[src/verilog/tw_pkg.sv]
// Shared constants, divider table and timing functions for the two-wire bit timer
package tw_pkg;

  localparam logic [1:0] IDX_DIV  = 2'h0;
  localparam logic [1:0] IDX_CTRL = 2'h1;
  localparam logic [1:0] IDX_CMD  = 2'h2;
  localparam logic [1:0] IDX_STAT = 2'h3;

  localparam int DIV_CODE_LSB = 0;
  localparam int DIV_RATE_LSB = 8;
  localparam int CMD_BIT_POS  = 2;
  localparam int STAT_BST_POS = 5;
  localparam int STAT_BSP_POS = 6;

  localparam logic [5:0] RST_CODE = 6'h00;
  localparam logic [5:0] RST_RATE = 6'h01;

  localparam logic [16:0] STOP_SU_CLKS = 17'h00004;
  localparam logic [2:0]  STH_IN_MIN   = 3'h4;

  typedef enum logic [1:0] {
    OP_START = 2'h0,
    OP_BIT   = 2'h1,
    OP_RSTRT = 2'h2,
    OP_STOP  = 2'h3
  } tw_op_t;

  typedef enum logic [2:0] {
    ST_IDLE  = 3'h0,
    ST_SHOLD = 3'h1,
    ST_PARK  = 3'h3,
    ST_LOWH  = 3'h2,
    ST_LOWS  = 3'h6,
    ST_RISE  = 3'h7,
    ST_HIGH  = 3'h5
  } tw_st_t;

  // Divider value per code, codes 0x00 to 0x3F
  localparam logic [15:0] DIV_TAB [0:63] = '{
    288, 320, 384, 448, 576, 640, 768, 896, 1152, 1280, 1536, 1792, 2304, 2560, 3072, 3584,
    4608, 5120, 6144, 7168, 9216, 10240, 12288, 14336, 18432, 20480, 24576, 28672, 36864,
    40960, 49152, 61440,
    160, 192, 224, 256, 320, 384, 480, 512, 640, 768, 960, 1024, 1280, 1536, 1920, 2048,
    2560, 3072, 3840, 4096, 5120, 6144, 7680, 8192, 10240, 12288, 15360, 16384, 20480,
    24576, 30720, 32768};

  // Data hold count from code
  function automatic logic [13:0] dh_of(input logic [5:0] c);
    logic [13:0] m;
    m = 14'h0000;
    case ({c[5], c[1]})
      2'b10:   m = 14'h0001;
      2'b11:   m = 14'h0002;
      2'b00:   m = 14'h0003;
      default: m = 14'h0004;
    endcase
    return 14'h0008 + (m << ({1'b0, c[4:2]} + 4'h4));
  endfunction

  // Start hold: divider/16 halved until under the limit
  function automatic logic [11:0] sth_of(input logic [5:0] c);
    logic [11:0] v;
    logic [11:0] lim;
    v   = DIV_TAB[c][15:4];
    lim = c[5] ? 12'h009 : 12'h010;
    for (int i = 0; i < 12; i++) begin
      if (v >= lim) begin
        v = v >> 1;
      end
    end
    return v;
  endfunction

endpackage

[src/verilog/tw_filt.sv]
// Input qualifier: pin synchroniser plus sampled two-vote filter
`timescale 1ns/1ps
`default_nettype none
module tw_filt #(
  parameter int RW = 6
) (
  input  wire logic          clk,
  input  wire logic          sys_rst,
  input  wire logic [RW-1:0] rate,
  input  wire logic          pin_i,
  output logic               qual
);
  logic [2:0]    sync_ff;
  logic          stab_ff;
  logic [RW-1:0] div_ff;
  logic          smp_ff;
  logic          q_ff;
  wire           smp_en = (div_ff == '0);
  wire  [RW-1:0] rate_m1 = (rate == '0) ? '0 : rate - 1'b1;

  always_ff @(posedge clk or posedge sys_rst) begin
    if (sys_rst) begin
      sync_ff <= 3'h7;
      stab_ff <= 1'b1;
      div_ff  <= '0;
      smp_ff  <= 1'b1;
      q_ff    <= 1'b1;
    end else begin
      sync_ff <= {sync_ff[1:0], pin_i};
      if (sync_ff[1] == sync_ff[2]) begin
        stab_ff <= sync_ff[2];
      end
      div_ff <= smp_en ? rate_m1 : div_ff - 1'b1;
      if (smp_en) begin
        smp_ff <= stab_ff;
        if (smp_ff == stab_ff) begin
          q_ff <= stab_ff;
        end
      end
    end
  end

  assign qual = q_ff;
endmodule
`default_nettype wire

[src/verilog/tw_core.sv]
// Two-wire bit timer with input qualifier and Wishbone registers
// Contract
// - Qualify SCL and SDA by filter, lag up to period x (rate x 2 plus four), rate 0 counting as 1.
// - Six-bit code selects divider; master SCL low and high each half of it.
// - Code to divider map follows the fixed table, e.g. 0x20 gives 160.
// - Master data setup is half divider minus data hold before SCL rises.
// - Repeated start setup is full divider plus start hold.
// - At least 4 clocks of setup before a stop, both sides.
// - Start hold is divider/16 halved until below 16, or 9 when code[5] set.
// - Lines are only pulled low or released, never driven high.
// - Every divider value yields its own output bit rate.
// - Slave waits data hold after SCL low before stretching; start holds 4.
//
// The Wishbone slave port and the address map were chosen for this implementation.
`timescale 1ns/1ps
`default_nettype none
module tw_core (
  input  wire logic        clk,
  input  wire logic        sys_rst,
  input  wire logic        wb_cyc_i,
  input  wire logic        wb_stb_i,
  input  wire logic        wb_we_i,
  input  wire logic [3:0]  wb_adr_i,
  input  wire logic [3:0]  wb_sel_i,
  input  wire logic [31:0] wb_dat_i,
  output logic      [31:0] wb_dat_o,
  output logic             wb_ack_o,
  input  wire logic        scl_i,
  output logic             scl_o,
  output logic             scl_oe,
  input  wire logic        sda_i,
  output logic             sda_o,
  output logic             sda_oe
);
  logic [5:0]          bit_rate_divider_code_ff;
  logic [5:0]          input_filter_sample_rate_ff;
  logic                stretch_ff;
  tw_pkg::tw_op_t      op_ff;
  logic                bit_ff;
  logic                rx_ff;
  tw_pkg::tw_st_t      state_ff;
  tw_pkg::tw_st_t      nxt_state;
  logic [16:0]         cnt_ff;
  logic [16:0]         nxt_cnt;
  logic [15:0]         div_ff;
  logic [13:0]         dh_ff;
  logic [11:0]         sth_ff;
  logic                lim9_ff;
  logic                scl_pull_ff;
  logic                nxt_scl_pull;
  logic                sda_pull_ff;
  logic                nxt_sda_pull;
  logic                slv_arm_ff;
  logic                slv_hold_ff;
  logic [13:0]         slv_cnt_ff;
  logic                scl_d_ff;
  logic                sda_d_ff;
  logic                bus_busy_ff;
  logic                ev_start_ff;
  logic [2:0]          mon_ff;
  logic                bad_start_ff;
  logic                bad_stop_ff;
  logic                ack_ff;
  logic [31:0]         dat_ff;
  logic [16:0]         stay_ff;
  logic [13:0]         slv_len_ff;
  wire                 scl_q;
  wire                 sda_q;

  tw_filt #(.RW(6)) u_scl_filt (
    .clk     (clk),
    .sys_rst (sys_rst),
    .rate    (input_filter_sample_rate_ff),
    .pin_i   (scl_i),
    .qual    (scl_q)
  );

  tw_filt #(.RW(6)) u_sda_filt (
    .clk     (clk),
    .sys_rst (sys_rst),
    .rate    (input_filter_sample_rate_ff),
    .pin_i   (sda_i),
    .qual    (sda_q)
  );

  // Bus decode
  wire        acc     = wb_cyc_i & wb_stb_i & ~ack_ff;
  wire        wr      = acc & wb_we_i;
  wire [1:0]  idx     = wb_adr_i[3:2];
  wire        wr_div  = wr & (idx == tw_pkg::IDX_DIV);
  wire        wr_ctrl = wr & (idx == tw_pkg::IDX_CTRL) & wb_sel_i[0];
  wire        wr_cmd  = wr & (idx == tw_pkg::IDX_CMD) & wb_sel_i[0];
  wire        wr_stat = wr & (idx == tw_pkg::IDX_STAT) & wb_sel_i[0];
  wire tw_pkg::tw_op_t cmd_op = tw_pkg::tw_op_t'(wb_dat_i[1:0]);
  wire        cmd_go  = wr_cmd & (((state_ff == tw_pkg::ST_IDLE) & (cmd_op == tw_pkg::OP_START)) |
                                  ((state_ff == tw_pkg::ST_PARK) & (cmd_op != tw_pkg::OP_START)));

  // Timing values: cur_div, cur_dh and cur_sth from the live code, the rest from values latched at command
  wire [15:0] cur_div  = tw_pkg::DIV_TAB[bit_rate_divider_code_ff];
  wire [13:0] cur_dh   = tw_pkg::dh_of(bit_rate_divider_code_ff);
  wire [11:0] cur_sth  = tw_pkg::sth_of(bit_rate_divider_code_ff);
  wire [16:0] half     = {2'b00, div_ff[15:1]};
  wire [16:0] setup    = (half > {3'b000, dh_ff}) ? half - {3'b000, dh_ff} : 17'h00001;
  wire [16:0] rs_su    = {1'b0, div_ff} + {5'h00, sth_ff};
  wire [16:0] stop_su  = (half > tw_pkg::STOP_SU_CLKS) ? half : tw_pkg::STOP_SU_CLKS;
  wire        cnt_done = (cnt_ff <= 17'h00001);

  // Bit sequencer
  always_comb begin
    nxt_state    = state_ff;
    nxt_cnt      = (cnt_ff == 17'h00000) ? cnt_ff : cnt_ff - 17'h00001;
    nxt_scl_pull = scl_pull_ff;
    nxt_sda_pull = sda_pull_ff;
    case (state_ff)
      tw_pkg::ST_IDLE: begin
        if (cmd_go) begin
          nxt_state    = tw_pkg::ST_SHOLD;
          nxt_sda_pull = 1'b1;
          nxt_cnt      = {5'h00, cur_sth};
        end
      end
      tw_pkg::ST_SHOLD: begin
        if (cnt_done) begin
          nxt_state    = tw_pkg::ST_PARK;
          nxt_scl_pull = 1'b1;
        end
      end
      tw_pkg::ST_PARK: begin
        if (cmd_go) begin
          nxt_state = tw_pkg::ST_LOWH;
          nxt_cnt   = {3'b000, cur_dh};
        end
      end
      tw_pkg::ST_LOWH: begin
        if (cnt_done) begin
          nxt_state    = tw_pkg::ST_LOWS;
          nxt_sda_pull = (op_ff == tw_pkg::OP_BIT) ? ~bit_ff : (op_ff == tw_pkg::OP_STOP);
          nxt_cnt      = setup;
        end
      end
      tw_pkg::ST_LOWS: begin
        if (cnt_done) begin
          nxt_state    = tw_pkg::ST_RISE;
          nxt_scl_pull = 1'b0;
        end
      end
      tw_pkg::ST_RISE: begin
        if (scl_q) begin
          nxt_state = tw_pkg::ST_HIGH;
          case (op_ff)
            tw_pkg::OP_RSTRT: nxt_cnt = rs_su;
            tw_pkg::OP_STOP:  nxt_cnt = stop_su;
            default:          nxt_cnt = half;
          endcase
        end
      end
      tw_pkg::ST_HIGH: begin
        if (cnt_done) begin
          case (op_ff)
            tw_pkg::OP_RSTRT: begin
              nxt_state    = tw_pkg::ST_SHOLD;
              nxt_sda_pull = 1'b1;
              nxt_cnt      = {5'h00, sth_ff};
            end
            tw_pkg::OP_STOP: begin
              nxt_state    = tw_pkg::ST_IDLE;
              nxt_sda_pull = 1'b0;
            end
            default: begin
              nxt_state    = tw_pkg::ST_PARK;
              nxt_scl_pull = 1'b1;
            end
          endcase
        end
      end
      default: begin
        nxt_state    = tw_pkg::ST_IDLE;
        nxt_scl_pull = 1'b0;
        nxt_sda_pull = 1'b0;
      end
    endcase
  end

  always_ff @(posedge clk or posedge sys_rst) begin
    if (sys_rst) begin
      state_ff    <= tw_pkg::ST_IDLE;
      cnt_ff      <= 17'h00000;
      scl_pull_ff <= 1'b0;
      sda_pull_ff <= 1'b0;
      op_ff       <= tw_pkg::OP_START;
      bit_ff      <= 1'b1;
      rx_ff       <= 1'b1;
      div_ff      <= 16'h0000;
      dh_ff       <= 14'h0000;
      sth_ff      <= 12'h000;
      lim9_ff     <= 1'b0;
    end else begin
      state_ff    <= nxt_state;
      cnt_ff      <= nxt_cnt;
      scl_pull_ff <= nxt_scl_pull;
      sda_pull_ff <= nxt_sda_pull;
      if (cmd_go) begin
        op_ff  <= cmd_op;
        bit_ff <= wb_dat_i[tw_pkg::CMD_BIT_POS];
        div_ff <= cur_div;
        dh_ff  <= cur_dh;
        sth_ff <= cur_sth;
        lim9_ff <= bit_rate_divider_code_ff[5];
      end
      if (state_ff == tw_pkg::ST_HIGH && cnt_done && op_ff == tw_pkg::OP_BIT) begin
        rx_ff <= sda_q;
      end
    end
  end

  // Slave clock stretch and bus monitor
  wire scl_fell  = scl_d_ff & ~scl_q;
  wire scl_rose  = ~scl_d_ff & scl_q;
  wire start_ev  = scl_q & sda_d_ff & ~sda_q;
  wire stop_ev   = scl_q & ~sda_d_ff & sda_q;
  wire slv_go    = (state_ff == tw_pkg::ST_IDLE) & stretch_ff & scl_fell & ~slv_arm_ff & ~slv_hold_ff;
  wire set_bst   = scl_fell & ev_start_ff & (mon_ff < tw_pkg::STH_IN_MIN - 3'h1);
  wire set_bsp   = stop_ev & ~ev_start_ff & (mon_ff < tw_pkg::STH_IN_MIN - 3'h1);

  always_ff @(posedge clk or posedge sys_rst) begin
    if (sys_rst) begin
      slv_arm_ff   <= 1'b0;
      slv_hold_ff  <= 1'b0;
      slv_cnt_ff   <= 14'h0000;
      scl_d_ff     <= 1'b1;
      sda_d_ff     <= 1'b1;
      bus_busy_ff  <= 1'b0;
      ev_start_ff  <= 1'b0;
      mon_ff       <= 3'h0;
      bad_start_ff <= 1'b0;
      bad_stop_ff  <= 1'b0;
    end else begin
      scl_d_ff <= scl_q;
      sda_d_ff <= sda_q;
      if (slv_go) begin
        slv_arm_ff <= 1'b1;
        slv_cnt_ff <= cur_dh;
      end else if (slv_arm_ff) begin
        slv_cnt_ff <= slv_cnt_ff - 14'h0001;
        if (slv_cnt_ff <= 14'h0001) begin
          slv_arm_ff  <= 1'b0;
          slv_hold_ff <= 1'b1;
        end
      end else if (!stretch_ff) begin
        slv_hold_ff <= 1'b0;
      end
      if (start_ev || scl_rose) begin
        mon_ff      <= 3'h0;
        ev_start_ff <= start_ev;
      end else if (mon_ff != 3'h7) begin
        mon_ff <= mon_ff + 3'h1;
      end
      bus_busy_ff  <= start_ev | (bus_busy_ff & ~stop_ev);
      bad_start_ff <= set_bst | (bad_start_ff & ~(wr_stat & wb_dat_i[tw_pkg::STAT_BST_POS]));
      bad_stop_ff  <= set_bsp | (bad_stop_ff & ~(wr_stat & wb_dat_i[tw_pkg::STAT_BSP_POS]));
    end
  end

  // Registers and bus answer
  wire [31:0] rdata =
    (idx == tw_pkg::IDX_DIV)  ? {18'h0, input_filter_sample_rate_ff, 2'b00, bit_rate_divider_code_ff} :
    (idx == tw_pkg::IDX_CTRL) ? {31'h0, stretch_ff} :
    (idx == tw_pkg::IDX_CMD)  ? {29'h0, bit_ff, op_ff} :
    {24'h0, slv_hold_ff, bad_stop_ff, bad_start_ff, bus_busy_ff, sda_q, scl_q, rx_ff,
     (state_ff != tw_pkg::ST_IDLE) & (state_ff != tw_pkg::ST_PARK)};

  always_ff @(posedge clk or posedge sys_rst) begin
    if (sys_rst) begin
      bit_rate_divider_code_ff    <= tw_pkg::RST_CODE;
      input_filter_sample_rate_ff <= tw_pkg::RST_RATE;
      stretch_ff                  <= 1'b0;
      ack_ff                      <= 1'b0;
      dat_ff                      <= 32'h0000_0000;
    end else begin
      ack_ff <= acc;
      if (acc) begin
        dat_ff <= wb_we_i ? 32'h0000_0000 : rdata;
      end
      if (wr_div && wb_sel_i[0]) begin
        bit_rate_divider_code_ff <= wb_dat_i[tw_pkg::DIV_CODE_LSB +: 6];
      end
      if (wr_div && wb_sel_i[1]) begin
        input_filter_sample_rate_ff <= wb_dat_i[tw_pkg::DIV_RATE_LSB +: 6];
      end
      if (wr_ctrl) begin
        stretch_ff <= wb_dat_i[0];
      end
    end
  end

  assign wb_ack_o = ack_ff;
  assign wb_dat_o = dat_ff;
  assign scl_o    = 1'b0;
  assign sda_o    = 1'b0;
  assign scl_oe   = scl_pull_ff | slv_hold_ff;
  assign sda_oe   = sda_pull_ff;

  // Phase length helpers
  always_ff @(posedge clk or posedge sys_rst) begin
    if (sys_rst) begin
      stay_ff    <= 17'h00000;
      slv_len_ff <= 14'h0000;
    end else begin
      stay_ff    <= (nxt_state != state_ff) ? 17'h00000 : stay_ff + 17'h00001;
      slv_len_ff <= slv_go ? 14'h0000 : slv_len_ff + 14'h0001;
    end
  end

  wire        leave = (nxt_state != state_ff);
  wire [16:0] dur   = stay_ff + 17'h00001;
endmodule
`default_nettype wire

[config.mk]
export PLATFORM = sky130hd
export DESIGN_NAME = tw_core
export DESIGN_NICKNAME = d
export VERILOG_FILES = /design/src/verilog/tw_pkg.sv /design/src/verilog/tw_filt.sv /design/src/verilog/tw_core.sv
export SDC_FILE = /design/constraint.sdc
export NUM_CORES = 1
export LEC_CHECK = 0
export BUFFER_PORTS_ARGS = -buffer_cell sky130_fd_sc_hd__buf_2
export CAP_MARGIN = 20
export CORE_MARGIN = 4
export CORE_UTILIZATION = 36
export DETAILED_ROUTE_END_ITERATION = 12
export GPL_TIMING_DRIVEN = 1
export PLACE_DENSITY = 0.57
export SLEW_MARGIN = 10
export SYNTH_ARGS = -nofsm -noshare
export SYNTH_HDL_FRONTEND = slang
export SYNTH_SLANG_ARGS = --single-unit
[constraint.sdc]
create_clock -name clk -period 27.2 [get_ports clk]
set_clock_uncertainty 0.2 [all_clocks]
set_input_delay 4.08 -clock clk [delete_from_list [all_inputs] [get_ports clk]]
set_output_delay 4.08 -clock clk [all_outputs]
set_load 0.005 [all_outputs]
==> results.toml <==
[sta]
fin_crit_ns = 22.94
drv_slew = 0
timing.fmax_ghz = 0.0436
finalHoldViolCount = 0
grt_setup_unrepaired = "false"
worst_pin_slew_ns = 1.10
period_share_pct = 84.4
setup_tns_ns = 0
setup_viol = 0
slew_headroom_pct = 26.3

[yosys]
ys_seq_area_share_pct = 31.8
synthArstFlopShare_pct = 100
synth_seq_cells = 140
synth_top_family_by_area = "compound AO/OA/AOI/OAI gates"
synth.largest_area_cell = "dfrtp_1"
yosys.area_share.adder_pct = 8.26
synthMuxAreaShare_pct = 6.49
yosys.area_share.simple_pct = 21.6
synthXorXnorAreaFrac_pct = 3.79
yosysWarningCount = 0
avgSynthCellArea_um2 = 8.60
synth-edff-count = 0
synth_compound_area_share_pct = 22.2
yosysMostFrequentCell = "nand2_1"
syn_inst = 1289
synth_area_um2 = 11100
synth_area_leaders = "dfrtp_1 (28%), ha_1 (7.9%), nand2_1 (5.1%), dfstp_2 (4.0%), a21oi_1 (3.6%)"
synth.top_cells.by_count = "nand2_1 (151), dfrtp_1 (123), nor2_1 (104)"
netlist-cell-type-count = 109
synth_top_cell_area_share_pct = 27.8
synth-main-ff-cell = "dfrtp_1"

[setup_path]
critPathSlowestCell = "or4b_2"
cp.arrival_ns = 23.07
endpoint_kind = "flop"
worstSetupStartpointType = "flop"
worst-path-max-fanout = 14
required_ns = 27.33
path_class = "flop to flop"
crit_path_frequent_cell = "ha_1"
cpPeakStageDelay_ns = 0.69

[finish]
area_growth_pct = 9.31
fillers = 3086
n_antenna_cell = 0
drive_above_1_share_pct = 13.5
nNetsFinal = 1426

[grt]
overflow = 0
grt_max_degree = 73
grt_pass1_wl_um = 48900
track_usage_pct = 17.5
grt_pass1_vias = 9174
grt_antenna_before_repair = 0

[drt]
detail-route-antenna-nets = 0
drc = 0
wl_per_cell_um = 17.1
drtPass1Iterations = 5
wl_um = 29300
drtIter0Drc = 789
num_vias = 9545
viasPerCell = 5.56

[clock_network]
cts_tree = "done"
path_clk_slew_ns = 0.07
cts_num_sinks = 140
clk_path_buf_depth = 2
cts_buffers = 17
cts-hold-fix-buffers = 0
htreeDepth = 4
cts_resized = 0
cts_root_buf = "clkbuf_16"
post-cts-setup-buffer-count = 0
clkLatencyLatePin_ns = 0.43

[placed_design]
io_buffers = 40
place_hpwl_um = 21500
place_congestion = 0.850

[run_status]
outcome = "finished, final reports clean"

[die]
io_pins = 84
dieArea_um2 = 33700
dieHeight_um = 184
design.core.area_um2 = 30500
fp-row-count = 64
start_util_pct = 36.4
die_x_um = 184

[flow_run]
cap_violations = 0

[worst_hold_path]
hold_path_class = "flop to flop"
==> stage by stage <==
stage	instance area, um2	hold slack (ns)	worst slack, ns	std cells	utilization, %
5_1_grt	12100	0.152	2.34	1717	39.7
3_5_place_dp	11500	0.147	4.36	1684	37.8
2_1_floorplan	11200	0.145	7.67	1309	-
3_3_place_gp	11500	0.146	4.59	1684	37.8
6_report	12100	0.150	4.26	1717	39.7
4_1_cts	12100	0.154	4.26	1716	39.7
==> flip-flops by register name, summed over array words and instances, names as in the netlist, 3 cells and up <==
signal	count
cnt_ff	17
dh_ff	14
slv_cnt_ff	14
wb_dat_o	14
sth_ff	12
div_ff	11
bit_rate_divider_code_ff	6
input_filter_sample_rate_ff	6
u_scl_filt.div_ff	6
u_sda_filt.div_ff	6
mon_ff	3
state_ff	3
u_scl_filt.sync_ff	3
u_sda_filt.sync_ff	3
==> path summary, 6_finish.rpt <==
check	start	slack, ns	cells past startpoint	endpoint
min reg2reg	u_sda_filt.sync_ff[0]$_DFF_PP1_	0.15	0	u_sda_filt.sync_ff[1]$_DFF_PP1_
max reg2reg	bit_rate_divider_code_ff[0]$_DFFE_PP0P_	4.26	84	cnt_ff[3]$_DFF_PP0_
max in group asynchronous	sys_rst	21.90	3	state_ff[0]$_DFFE_PP0P_
min in group asynchronous	sys_rst	3.54	2	bit_rate_divider_code_ff[4]$_DFFE_PP0P_
max	bit_rate_divider_code_ff[0]$_DFFE_PP0P_	4.26	84	cnt_ff[3]$_DFF_PP0_
min	u_sda_filt.sync_ff[0]$_DFF_PP1_	0.15	0	u_sda_filt.sync_ff[1]$_DFF_PP1_
==> worst max-delay path, delay by kind of cell (launching register included) <==
| kind | cells | cell delay, ns |
|---|---|---|
| AO/OA/AOI/OAI | 29 | 8.24 |
| adder cells (fa/ha/maj) | 13 | 3.54 |
| buffers and inverters | 5 | 0.52 |
| flip-flops | 1 | 0.68 |
| multiplexers | 9 | 3.04 |
| AND/OR/NAND/NOR | 28 | 6.57 |
==> final cells by class <==
type                       instances  area [um2]  share of cell area [%]
clock buffer                      19         454                    3.75
inverter                          68         260                    2.15
tap                              396         495                    4.09
clock inverter                    13         116                   0.960
multi-input combinational       1031        7000                    57.7
sequential                       140        3520                    29.1
timing repair buffer              50         273                    2.25
==> cell usage in the layout (no fill, tap or decap), drive strengths merged, types with 6 or more instances in the layout <==
cell    count
a211oi      9
a21o       16
a21oi      82
a221o       6
a22o       13
a31oi      14
and2       19
and3        8
buf        50
clkbuf     19
conb       21
dfrtp     123
dfstp      17
ha         70
inv        79
mux2       33
mux2i      34
nand2     151
nand2b     28
nand3      29
nand3b      6
nand4      19
nor2      105
nor2b      17
nor3       34
nor3b       8
nor4       14
o211ai     18
o21ai      77
o21bai      9
o221ai      7
o22ai      11
o31ai       7
or2         9
or3        10
or4         6
xnor2      27
xor2       21
==> cells by family (layout without fill, tap and decap cells) <==
family	after synthesis	count (layout)
AND/OR/NAND/NOR	476	476
AO/OA/AOI/OAI	346	346
flip-flops	140	140
multiplexers	67	67
buffers and inverters	138	150
adder cells (fa/ha/maj)	73	73
XOR/XNOR	48	48
other	1	21
==> routing by layer <==
metal,track usage [%],vias up,share of wire [%]
met5,0,-,0
met4,4.08,0,1.1
met3,2.49,27,4.0
met2,27.7,225,46
met1,25.5,4585,49
li1,-,4708,-
Power is left out: the tool's default activity adds up to more than one toggle a clock period on the data nets, which glitch-free logic cannot reach.
